==> config.mk <==
export PLATFORM = sky130hd
export DESIGN_NAME = cg_clock_gen
export DESIGN_NICKNAME = d
export VERILOG_FILES = /design/src/cg_pkg.sv /design/src/cg_clock_gen.sv /design/src/cg_divider.sv
export SDC_FILE = /design/constraint.sdc
export NUM_CORES = 1
export LEC_CHECK = 0
export ABC_CLOCK_PERIOD_IN_PS = 5200
export BUFFER_PORTS_ARGS = -buffer_cell sky130_fd_sc_hd__buf_2
export CAP_MARGIN = 20
export CORE_MARGIN = 2
export CORE_UTILIZATION = 23
export CTS_CLUSTER_SIZE = 28
export DETAILED_ROUTE_END_ITERATION = 10
export GPL_TIMING_DRIVEN = 0
export PLACE_DENSITY_LB_ADDON = 0.2
export SLEW_MARGIN = 20
export SYNTH_ARGS = -nofsm -noshare
export SYNTH_HDL_FRONTEND = slang
export SYNTH_SLANG_ARGS = --single-unit
==> constraint.sdc <==
create_clock -name clk -period 5.2 [get_ports clk]
set_input_delay 0.52 -clock clk [delete_from_list [all_inputs] [get_ports clk]]
set_output_delay 0.52 -clock clk [all_outputs]
set_load 0.005 [all_outputs]
==> src/cg_pkg.sv <==
package cg_pkg;

  // Clock rates: the system clock samples every source and paces the internal oscillator.
  localparam int unsigned CLK_FREQ_HZ   = 100_000_000;
  localparam int unsigned OSC_FREQ_HZ   = 125_000;
  localparam int unsigned OSC_HALF_CYC  = CLK_FREQ_HZ / (2 * OSC_FREQ_HZ);

  localparam int unsigned RATIO_W       = 9;
  localparam int unsigned OSC_CNT_W     = 10;

  // Fixed ratios of the tap dividers.
  localparam logic [8:0]  RATIO_ONE     = 9'h001;
  localparam logic [8:0]  RATIO_QUARTER = 9'h004;
  localparam logic [8:0]  RATIO_DIV256  = 9'h100;

  // Values after reset.
  localparam logic [1:0]  SEL_RESET     = 2'h0;
  localparam logic [3:0]  CNT_RESET     = 4'h0;
  localparam logic [2:0]  SYNC_RESET    = 3'h0;

  typedef struct packed {
    logic       base_source_select;
    logic [1:0] pll_post_divider_sel;
    logic [1:0] base_divider_sel;
    logic [1:0] cpu_divider_sel;
    logic [1:0] periph_bus_divider_sel;
    logic [3:0] prescaler_divide_count;
  } cg_cfg_t;

  typedef struct packed {
    logic base_clock;
    logic cpu_clock;
    logic periph_bus_clock;
    logic pll_divided_clock;
    logic divided_prescaler_clock;
    logic fixed_div256_clock;
    logic internal_osc_clock;
    logic internal_osc_quarter_clock;
  } cg_clocks_t;

endpackage : cg_pkg

==> src/cg_clock_gen.sv <==
`timescale 1ns/1ps
//
// Contract
// - PLL output divided by 2, 4, 6 or 8 from a two-bit select.
// - Prescaled peripheral clock divided by 2n, n 0..15, n zero passes through.
// - Base clock divided from its source by 2, 3, 4 or 6.
// - CPU clock divided from base clock by 1 to 4.
// - Peripheral bus clock divided from base clock by 2 to 4.
// - Internal oscillator stopped after reset until its enable bit is one.
// - Internal oscillator clock usable at once, no stabilisation wait.
// - Internal oscillator runs at 125 kHz, with a divide-by-four output.
// - Base source select zero picks the PLL clock.
// - PLL keeps running despite full-stop request while base source select is zero; a one can stop it while the mux still picks the PLL.
// - Wait mode halts base, CPU and peripheral bus clocks.
// - Wait mode freezes the CPU and the watchdog.
// - Main, sub, PLL and internal oscillator clocks keep running in wait mode.
// - A fixed divide-by-256 peripheral clock is provided.
module cg_clock_gen (
  // Clock and reset
  input  wire logic           clk,
  input  wire logic           rst_b,
  // Source clock pins
  input  wire logic           pll_clock_in,
  input  wire logic           main_clock_in,
  input  wire logic           sub_clock_in,
  // Control from software
  input  cg_pkg::cg_cfg_t     cfg,
  input  wire logic           internal_osc_enable,
  input  wire logic           full_stop_request,
  input  wire logic           wait_mode,
  // Generated clocks
  output cg_pkg::cg_clocks_t  clocks,
  output logic                sub_clock_out,
  output logic                main_clock_out,
  // Run controls
  output logic                pll_run,
  output logic                cpu_run,
  output logic                watchdog_run
);

  ////////////////////////////////////////////////////////////////////////////////
  // Ratio decoding.

  function automatic logic [cg_pkg::RATIO_W-1:0] post_ratio(input logic [1:0] sel);
    post_ratio = {6'h00, sel, 1'b0} + 9'h002;
  endfunction : post_ratio

  function automatic logic [cg_pkg::RATIO_W-1:0] base_ratio(input logic [1:0] sel);
    case (sel)
      2'h0:    base_ratio = 9'h002;
      2'h1:    base_ratio = 9'h003;
      2'h2:    base_ratio = 9'h004;
      default: base_ratio = 9'h006;
    endcase
  endfunction : base_ratio

  function automatic logic [cg_pkg::RATIO_W-1:0] cpu_ratio(input logic [1:0] sel);
    cpu_ratio = {7'h00, sel} + 9'h001;
  endfunction : cpu_ratio

  function automatic logic [cg_pkg::RATIO_W-1:0] bus_ratio(input logic [1:0] sel);
    // The top code repeats the slowest ratio since only three ratios exist.
    bus_ratio = (sel == 2'h3) ? 9'h004 : ({7'h00, sel} + 9'h002);
  endfunction : bus_ratio

  function automatic logic [cg_pkg::RATIO_W-1:0] pre_ratio(input logic [3:0] n);
    pre_ratio = (n == 4'h0) ? cg_pkg::RATIO_ONE : {4'h0, n, 1'b0};
  endfunction : pre_ratio

  ////////////////////////////////////////////////////////////////////////////////
  // Pin sampling: three stages, a change counts once the second and third agree.

  logic [2:0] pin_in;
  logic [2:0] sync1_r;
  logic [2:0] sync2_r;
  logic [2:0] sync3_r;
  logic [2:0] lvl_r;
  logic [2:0] rise_r;

  assign pin_in = {sub_clock_in, main_clock_in, pll_clock_in};

  always_ff @(posedge clk or negedge rst_b) begin
    if (!rst_b) begin
      sync1_r <= cg_pkg::SYNC_RESET;
      sync2_r <= cg_pkg::SYNC_RESET;
      sync3_r <= cg_pkg::SYNC_RESET;
    end else begin
      sync1_r <= pin_in;
      sync2_r <= sync1_r;
      sync3_r <= sync2_r;
    end
  end

  always_ff @(posedge clk or negedge rst_b) begin
    if (!rst_b) begin
      lvl_r  <= cg_pkg::SYNC_RESET;
      rise_r <= cg_pkg::SYNC_RESET;
    end else begin
      for (int i = 0; i < 3; i++) begin
        if (sync2_r[i] == sync3_r[i]) begin
          lvl_r[i] <= sync3_r[i];
        end
        rise_r[i] <= (sync2_r[i] == sync3_r[i]) && sync3_r[i] && !lvl_r[i];
      end
    end
  end

  // Source clocks other than the base chain are never gated by wait mode.
  always_ff @(posedge clk or negedge rst_b) begin
    if (!rst_b) begin
      main_clock_out <= 1'b0;
      sub_clock_out  <= 1'b0;
    end else begin
      main_clock_out <= lvl_r[1];
      sub_clock_out  <= lvl_r[2];
    end
  end

  ////////////////////////////////////////////////////////////////////////////////
  // PLL post divider and base source selection.

  logic pll_div_clk;
  logic pll_div_tick;
  logic src_lvl;
  logic src_tick;
  logic sel_pll_r;

  cg_divider u_post_div (
    .clk      (clk),
    .rst_b    (rst_b),
    .src_tick (rise_r[0]),
    .src_lvl  (lvl_r[0]),
    .run      (1'b1),
    .ratio    (post_ratio(cfg.pll_post_divider_sel)),
    .div_clk  (pll_div_clk),
    .div_tick (pll_div_tick)
  );

  // The select follows software only while both candidates are low, so no sliver reaches
  // the base divider; a stalled source would hold the old choice.
  always_ff @(posedge clk or negedge rst_b) begin
    if (!rst_b) begin
      sel_pll_r <= 1'b1;
    end else if (!pll_div_clk && !lvl_r[1]) begin
      sel_pll_r <= !cfg.base_source_select;
    end
  end

  assign src_lvl  = sel_pll_r ? pll_div_clk  : lvl_r[1];
  assign src_tick = sel_pll_r ? pll_div_tick : rise_r[1];

  // On a full-stop request the PLL stops once software selects the main clock, even while it still feeds the base clock.
  assign pll_run = !(full_stop_request && cfg.base_source_select);

  ////////////////////////////////////////////////////////////////////////////////
  // Base chain, halted in wait mode; ratios live in cfg and survive the halt.

  logic base_clk;
  logic base_tick;
  logic base_run;
  logic cpu_clk;
  logic bus_clk;

  // In wait mode the base clock keeps ticking until both children have ended their high
  // phase; stopping it earlier would leave a child frozen high.
  assign base_run = !wait_mode || cpu_clk || bus_clk;

  cg_divider u_base_div (
    .clk      (clk),
    .rst_b    (rst_b),
    .src_tick (src_tick),
    .src_lvl  (src_lvl),
    .run      (base_run),
    .ratio    (base_ratio(cfg.base_divider_sel)),
    .div_clk  (base_clk),
    .div_tick (base_tick)
  );

  cg_divider u_cpu_div (
    .clk      (clk),
    .rst_b    (rst_b),
    .src_tick (base_tick),
    .src_lvl  (base_clk),
    .run      (!wait_mode),
    .ratio    (cpu_ratio(cfg.cpu_divider_sel)),
    .div_clk  (cpu_clk),
    .div_tick ()
  );

  cg_divider u_bus_div (
    .clk      (clk),
    .rst_b    (rst_b),
    .src_tick (base_tick),
    .src_lvl  (base_clk),
    .run      (!wait_mode),
    .ratio    (bus_ratio(cfg.periph_bus_divider_sel)),
    .div_clk  (bus_clk),
    .div_tick ()
  );

  always_ff @(posedge clk or negedge rst_b) begin
    if (!rst_b) begin
      cpu_run      <= 1'b0;
      watchdog_run <= 1'b0;
    end else begin
      cpu_run      <= !wait_mode;
      watchdog_run <= !wait_mode;
    end
  end

  ////////////////////////////////////////////////////////////////////////////////
  // Peripheral taps run from the selected source and ignore wait mode.

  logic pre_clk;
  logic fixed_div256_clock_clk;

  cg_divider u_pre_div (
    .clk      (clk),
    .rst_b    (rst_b),
    .src_tick (src_tick),
    .src_lvl  (src_lvl),
    .run      (1'b1),
    .ratio    (pre_ratio(cfg.prescaler_divide_count)),
    .div_clk  (pre_clk),
    .div_tick ()
  );

  cg_divider u_fixed_div256_clock_div (
    .clk      (clk),
    .rst_b    (rst_b),
    .src_tick (src_tick),
    .src_lvl  (src_lvl),
    .run      (1'b1),
    .ratio    (cg_pkg::RATIO_DIV256),
    .div_clk  (fixed_div256_clock_clk),
    .div_tick ()
  );

  ////////////////////////////////////////////////////////////////////////////////
  // Internal oscillator, timed from the system clock.

  logic [cg_pkg::OSC_CNT_W-1:0] osc_cnt_r;
  logic                         osc_clk_r;
  logic                         osc_tick_r;
  logic                         osc_wrap;

  assign osc_wrap = (osc_cnt_r == cg_pkg::OSC_CNT_W'(cg_pkg::OSC_HALF_CYC - 1));

  // It starts on the enable at once; a disable lets the high phase finish first.
  always_ff @(posedge clk or negedge rst_b) begin
    if (!rst_b) begin
      osc_cnt_r  <= '0;
      osc_clk_r  <= 1'b0;
      osc_tick_r <= 1'b0;
    end else if (internal_osc_enable || osc_clk_r) begin
      osc_cnt_r  <= osc_wrap ? '0 : osc_cnt_r + 1'b1;
      osc_clk_r  <= osc_wrap ? !osc_clk_r : osc_clk_r;
      osc_tick_r <= osc_wrap && !osc_clk_r && internal_osc_enable;
    end else begin
      osc_cnt_r  <= '0;
      osc_tick_r <= 1'b0;
    end
  end

  logic qtr_clk;

  cg_divider u_osc_quarter (
    .clk      (clk),
    .rst_b    (rst_b),
    .src_tick (osc_tick_r),
    .src_lvl  (osc_clk_r),
    .run      (internal_osc_enable),
    .ratio    (cg_pkg::RATIO_QUARTER),
    .div_clk  (qtr_clk),
    .div_tick ()
  );

  // One driver for the whole carrier, in the member order of the package type.
  assign clocks = {base_clk, cpu_clk, bus_clk, pll_div_clk,
                   pre_clk, fixed_div256_clock_clk, osc_clk_r, qtr_clk};

endmodule : cg_clock_gen

==> src/cg_divider.sv <==
`timescale 1ns/1ps
// Divides a stream of source rising-edge ticks by a ratio, producing a clock level and a tick.
module cg_divider (
  // Clock and reset
  input  wire logic                      clk,
  input  wire logic                      rst_b,
  // Source
  input  wire logic                      src_tick,
  input  wire logic                      src_lvl,
  // Control
  input  wire logic                      run,
  input  wire logic [cg_pkg::RATIO_W-1:0] ratio,
  // Divided output
  output logic                           div_clk,
  output logic                           div_tick
);

  logic [cg_pkg::RATIO_W-1:0] cur_r;
  logic [cg_pkg::RATIO_W-1:0] cnt_r;
  logic [cg_pkg::RATIO_W-1:0] cnt_nxt;
  logic                       wrap;
  logic                       bypass;

  assign bypass  = (cur_r == cg_pkg::RATIO_ONE);
  assign wrap    = (cnt_r == cur_r - cg_pkg::RATIO_ONE);
  assign cnt_nxt = wrap ? '0 : cnt_r + cg_pkg::RATIO_ONE;

  ////////////////////////////////////////////////////////////////////////////////
  // A new ratio is taken only at a period boundary, so no phase is ever cut short.
  always_ff @(posedge clk or negedge rst_b) begin
    if (!rst_b) begin
      cur_r <= cg_pkg::RATIO_ONE;
    end else if (src_tick && wrap && (run || bypass)) begin
      cur_r <= ratio;
    end
  end

  always_ff @(posedge clk or negedge rst_b) begin
    if (!rst_b) begin
      cnt_r    <= '0;
      div_clk  <= 1'b0;
      div_tick <= 1'b0;
    end else if (bypass) begin
      // A rise needs a source tick while running, so a start or a stop never clips a phase.
      cnt_r    <= '0;
      div_clk  <= src_lvl & (div_clk | (run & src_tick));
      div_tick <= run & src_tick;
    end else if (src_tick && (run || !wrap)) begin
      // When stopped the period is finished first and the count parks on its last tick,
      // so a restart begins a whole new period and no phase is cut short.
      cnt_r    <= cnt_nxt;
      div_clk  <= (cnt_nxt < ((cur_r + cg_pkg::RATIO_ONE) >> 1));
      div_tick <= run & wrap;
    end else begin
      div_tick <= 1'b0;
    end
  end

endmodule : cg_divider

Word-level counts from Yosys, hierarchy flattened
Index checks and enable logic that the tools add are counted.
{ "word_totals": {"reg_bits": 151, "inputBits": 21, "wordCells": 210} }
{ "classes": {"n_addsub": 25, "order_cmp": 7, "eq_ne": 21, "mux": 47, "bitwise_logic": 18, "n_reduce_logical": 55} }
{ "op_table": {"columns": ["op", "n"], "rows": [
  ["$mux 9", 21],
  ["$add 9x1->9 const B", 13],
  ["$eq 9x9->1", 7],
  ["$lt 9x8->1", 7],
  ["$sub 9x1->9 const B", 6],
  ["$eq 9x1->1 const B", 5],
  ["$logic_and 1x1->1", 23],
  ["$mux 1", 21],
  ["$mux 10", 2],
  ["$reduce_bool 2->1", 7],
  ["$and 1x1->1", 11],
  ["$logic_not 1->1", 11],
  ["$logic_or 1x1->1", 11],
  ["$add 10x1->10 const B", 1],
  ["$eq 10x9->1 const B", 1],
  ["$pmux 3 s3", 1],
  ["$or 1x1->1", 7],
  ["$eq 2x1->1 const B", 3],
  ["$mux 5", 1],
  ["$add 3x1->4 const B", 1],
  ["$add 3x2->4 const B", 1],
  ["$eq 2x2->1 const B", 2],
  ["$logic_not 4->1", 1],
  ["$sub 3x1->4 const B", 1],
  ["6 further kinds", 8]
]} }

Longest topological paths before layout
{ "depth": {"ltp_word": 7, "mapped_depth": 17, "mapped_depth_nobuf": 16} }

Modules after synthesis
A second synthesis with hierarchy kept.
{ "unflattened": {"cells_unflattened": 1493, "hier_area_um2": 13492.9} }
{ "modules_own_cells": {"columns": ["module", "n_inst", "cells_per_inst", "area_per_inst_um2"], "rows": [
  ["cg_divider (u_base_div ...)", 6, 194, 1725.4],
  ["cg_divider (u_fixed_div256_clock_div)", 1, 218, 1835.5],
  ["cg_clock_gen", 1, 111, 1305.0]
]} }

Worst setup path before layout
OpenSTA, ideal clock, no wires.
{ "synth_timing": {"path_type": "flip-flop to flip-flop", "start": "register u_pre_div.cur_r[0] (netlist name)", "end": "register u_pre_div.div_clk", "setup_time_ns": 0.072, "arrival_ns": 3.431, "t_required_ns": 5.128, "slack_ns": 1.697, "stages_incl_launch_ff": 18, "period_less_slack_ns": 3.503, "cell_sequence": "dfstp_2 inv_1 ha_1 nor3b_1 ha_1 xor2_1 nor4_1 nand3_1 a31oi_1 clkbuf_1 nor2_1 ha_1 and3_1 a21oi_1 nand3_1 a31oi_1 a311oi_1 nor2_1"} }
{ "synth_between": {"elab_chain_cells": 6} }
{ "synth_lines": {"columns": ["item", "line_no", "source"], "rows": [
  ["start, declared", "cg_divider.sv:18", "logic [cg_pkg::RATIO_W-1:0] cur_r;"],
  ["start signal, assigned", "cg_divider.sv:32", "cur_r <= cg_pkg::RATIO_ONE;"],
  ["start signal, assigned", "cg_divider.sv:34", "cur_r <= ratio;"],
  ["$sub 9x1->9", "cg_divider.sv:25", "assign wrap = (cnt_r == cur_r - cg_pkg::RATIO_ONE);"],
  ["$eq 9x9->1", "cg_divider.sv:25", null],
  ["$mux 9", "cg_divider.sv:26", "assign cnt_nxt = wrap ? '0 : cnt_r + cg_pkg::RATIO_ONE;"],
  ["$lt 9x8->1", "cg_divider.sv:52", "div_clk <= (cnt_nxt < ((cur_r + cg_pkg::RATIO_ONE) >> 1));"],
  ["$mux 1", "cg_divider.sv:48", "end else if (src_tick && (run || !wrap)) begin"],
  ["$mux 1", "cg_divider.sv:43", "end else if (bypass) begin"],
  ["end signal, assigned", "cg_divider.sv:46", "div_clk <= src_lvl & (div_clk | (run & src_tick));"],
  ["end signal, assigned", "cg_divider.sv:52", null],
  ["end, declared", "cg_divider.sv:14", "output logic div_clk,"]
]} }
Parallel ways exist; a longest one is shown, timed or not. The select of a mux whose other input is x is not followed.
A chain may end at the register's enable or synchronous reset.

Worst setup path in the final report
Same ends and word-level chain as after synthesis.

==> flow_metrics.env <==
export IMPL_synth_flop_cell="dfrtp_1"
export IMPL_firstDrtPassIters=4
export IMPL_grt_overflow=0
export IMPL_period_share=0.770
export IMPL_p_sw_uw=1240
export IMPL_worstPathArrival_ns=4.37
export IMPL_row_count=69
export IMPL_setup_tns_ns=0
export IMPL_leakagePower_uw=0.00411
export IMPL_hold_path_depth=1
export IMPL_cts_made_buffers=17
export IMPL_holdWs_ns=0.192
export IMPL_die_area_um2=37100
export IMPL_yosysTopAreaCell="dfrtp_1"
export IMPL_rsz0062_at_grt="no"
export IMPL_cp_top_family="simple AND/OR/NAND/NOR gates"
export IMPL_seq_area_frac_synth=0.380
export IMPL_grt_max_degree=83
export IMPL_nNetsFinal=1052
export IMPL_tightest_slew_ns=0.682
export IMPL_routed_wirelength_mm=19.5
export IMPL_final_max_slew_viol_count=0
export IMPL_clk_latency_ns=0.44
export IMPL_io_buffers=33
export IMPL_yosys_top_cells_area="dfrtp_1, ha_1, nor2_1"
export IMPL_worstPathBufferInverterCount=2
export IMPL_relSlewSlack=0.542
export IMPL_fmax_mhz=250
export IMPL_drc_errors=0
export IMPL_power_density_nw_per_um2=373
export IMPL_routabilityCongestion=0.788
export IMPL_setup_violations=0
export IMPL_switching_share=0.346
export IMPL_drv_cap=0
export IMPL_cts_sinks=124
export IMPL_cp_cell_sequence="inv_1, ha_1, nor3b_1, ha_1, xor2_1, nor4_1, nand3_1, a31oi_1, clkbuf_1, nor2_1, ha_1, and3_1, a21oi_1, nand3_1, a31oi_1, a311oi_1, nor2_1"
export IMPL_seq_power_share=0.355
export IMPL_grt_use_total=0.113
export IMPL_synth_area_um2=8190
export IMPL_fp_dieH_um=193
export IMPL_core_area_um2=35300
export IMPL_cts_tree="built"
export IMPL_crit_path_frequent_cell="ha_1"
export IMPL_p_clk_frac=0.343
export IMPL_cp_num_cells=17
export IMPL_drt_iter0_markers=392
export IMPL_status="complete, no violations"
export IMPL_htree_levels=4
export IMPL_synth_nets=998
export IMPL_crit_path_end_kind="flop"
export IMPL_ys_warnings_count=0
export IMPL_io_pins=34
export IMPL_p_int_uw=2340
export IMPL_power_frac_comb=0.302
export IMPL_cts_root_buf="clkbuf_16"
export IMPL_cpPeakStageDelay_ns=0.60
export IMPL_ant_nets=0
export IMPL_synth_edf_count=0
export IMPL_diodes=0
export IMPL_antenna_found_initial=0
export IMPL_grt_pass1_wl_mm=33.6
export IMPL_synth_cell_type_count=67
export IMPL_cts_setup_buffers=0
export IMPL_start_util=0.232
export IMPL_crit_required_ns=5.57
export IMPL_nFillCells=3780
export IMPL_synthCells=927
export IMPL_drive_gt1_frac=0.127
export IMPL_dp_hpwl_mm=13.9
export IMPL_vias_per_cell=4.64
export IMPL_cts_path_max_buffers=2
export IMPL_cpMaxStageDelayCell="dfstp_2"
export IMPL_avgSynthCellArea_um2=8.84
export IMPL_dp_cells=1422
export IMPL_synthArstFlopShare=1.00
export IMPL_reg2regPathDepth=17
export IMPL_yosysTopAreaCellShare=0.354
export IMPL_ir_drop_v=0.000234
export IMPL_fp_dieW_um=193
export IMPL_wire_per_inst_um=13.4
export IMPL_hold_class="input port to flop"
export IMPL_timing_worst_setup_path_type="flop to flop"
export IMPL_grt_pass1_vias=6635
export IMPL_ys_seq_elements=124
export IMPL_final_cell_count_no_fill=1455
export IMPL_hold_viol_final=0
export IMPL_period_needed_ns=4.00
export IMPL_clkSlewWorstSetupHoldPaths_ns=0.06
export IMPL_syn_to_final_growth_pct=17.0
export IMPL_vias=6754
export IMPL_skew_ns=0.0101
export IMPL_path_max_fanout=10
export IMPL_critPathLaunchType="flop"
timing repair:
| item | CTS | global route |
|---|---|---|
| hold buffers | 1 | 0 |
| resized for setup | 0 | 0 |
| endpoints found under the hold margin | 41 | 0 |
routing by layer:
layer	routed length (um)	global-route usage	vias up
met5	0	0	-
met4	362	0.0390	0
met3	578	0.0227	21
met1	9340	0.144	3234
li1	-	-	3421
met2	9230	0.189	78
sequential cells by signal, summed over array words and instances, names as in the netlist, 4 cells and up:
register,count
osc_cnt_r,10
u_base_div.cnt_r,9
u_bus_div.cnt_r,9
u_cpu_div.cnt_r,9
u_fixed_div256_clock_div.cnt_r,9
u_osc_quarter.cnt_r,9
u_post_div.cnt_r,9
u_pre_div.cnt_r,9
u_pre_div.cur_r,5
u_post_div.cur_r,4
power by group through the flow:
stage	logic (uW)	registers, uW	clock network, uW
floorplan	849	1230	0
finish	1080	1270	1230
CTS	1100	1270	1270
detailed placement	1100	1290	0
global route	1270	1300	1310
global placement	1080	1290	0
cell usage after synthesis (26+ instances only):
| cell | number |
|---|---|
| a21oi_1 | 33 |
| a22oi_1 | 27 |
| clkbuf_1 | 42 |
| dfrtp_1 | 116 |
| ha_1 | 50 |
| inv_1 | 26 |
| nand2_1 | 76 |
| nand3_1 | 50 |
| nand4_1 | 28 |
| nor2_1 | 106 |
| o21ai_0 | 49 |
| xnor2_1 | 32 |
| xor2_1 | 32 |
cell type report:
| cell class | instances | area, um2 | share of cell area |
|---|---|---|---|
| multi-input combinational | 713 | 4680 | 0.488 |
| sequential | 124 | 3110 | 0.325 |
| tap | 461 | 577 | 0.0602 |
| clock buffer | 21 | 470 | 0.0491 |
| buffer | 63 | 295 | 0.0308 |
| timing repair buffer | 35 | 213 | 0.0222 |
| clock inverter | 11 | 133 | 0.0138 |
| inverter | 27 | 101 | 0.0106 |
path summary, 6_finish.rpt:
kind	endpoint	slack [ns]	startpoint
setup / recovery	u_pre_div.div_clk	1.20	u_pre_div.cur_r[0]
max in group asynchronous	u_osc_quarter.cur_r[0]	3.86	rst_b
hold / removal	sync1_r[0]	0.19	pll_clock_in
hold reg to reg	sync2_r[0]	0.35	sync1_r[0]
setup reg to reg	u_pre_div.div_clk	1.20	u_pre_div.cur_r[0]
min in group asynchronous	u_bus_div.cnt_r[7]	0.57	rst_b
placed cells by master, fill, tap and decap left out, types with 20 or more instances in the layout:
cell type,count
mux2i_1,20
nand4_1,28
clkbuf_1,43
inv_1,26
nand3_1,50
dfrtp_1,116
nand2_1,76
nor3_1,25
a22oi_1,27
a21oi_1,33
xnor2_1,32
nor2_1,106
buf_2,40
xor2_1,32
ha_1,50
o21ai_0,49
cell families (layout without fill, tap and decap cells):
family / after synthesis / count (layout) / synth area share
buffers and inverters: 90 / 157 / 0.0484
adder cells (fa/ha/maj): 51 / 51 / 0.0776
AO/OA/AOI/OAI: 177 / 177 / 0.143
multiplexers: 35 / 35 / 0.0455
AND/OR/NAND/NOR: 386 / 386 / 0.236
XOR/XNOR: 64 / 64 / 0.0684
flip-flops: 124 / 124 / 0.380
per-stage QoR:
| stage | setup slack [ns] | utilization | power (uW) | cell area, um2 |
|---|---|---|---|---|
| 2_1_floorplan | 1.70 | - | 2080 | 8190 |
| 3_3_place_gp | 1.14 | 0.253 | 2370 | 8930 |
| 3_5_place_dp | 1.16 | 0.254 | 2380 | 8970 |
| 4_1_cts | 1.15 | 0.271 | 3650 | 9580 |
| 5_1_grt | 0.877 | 0.271 | 3880 | 9580 |
| 6_report | 1.20 | 0.271 | 3580 | 9580 |
Power figures use the tool's default switching activity.
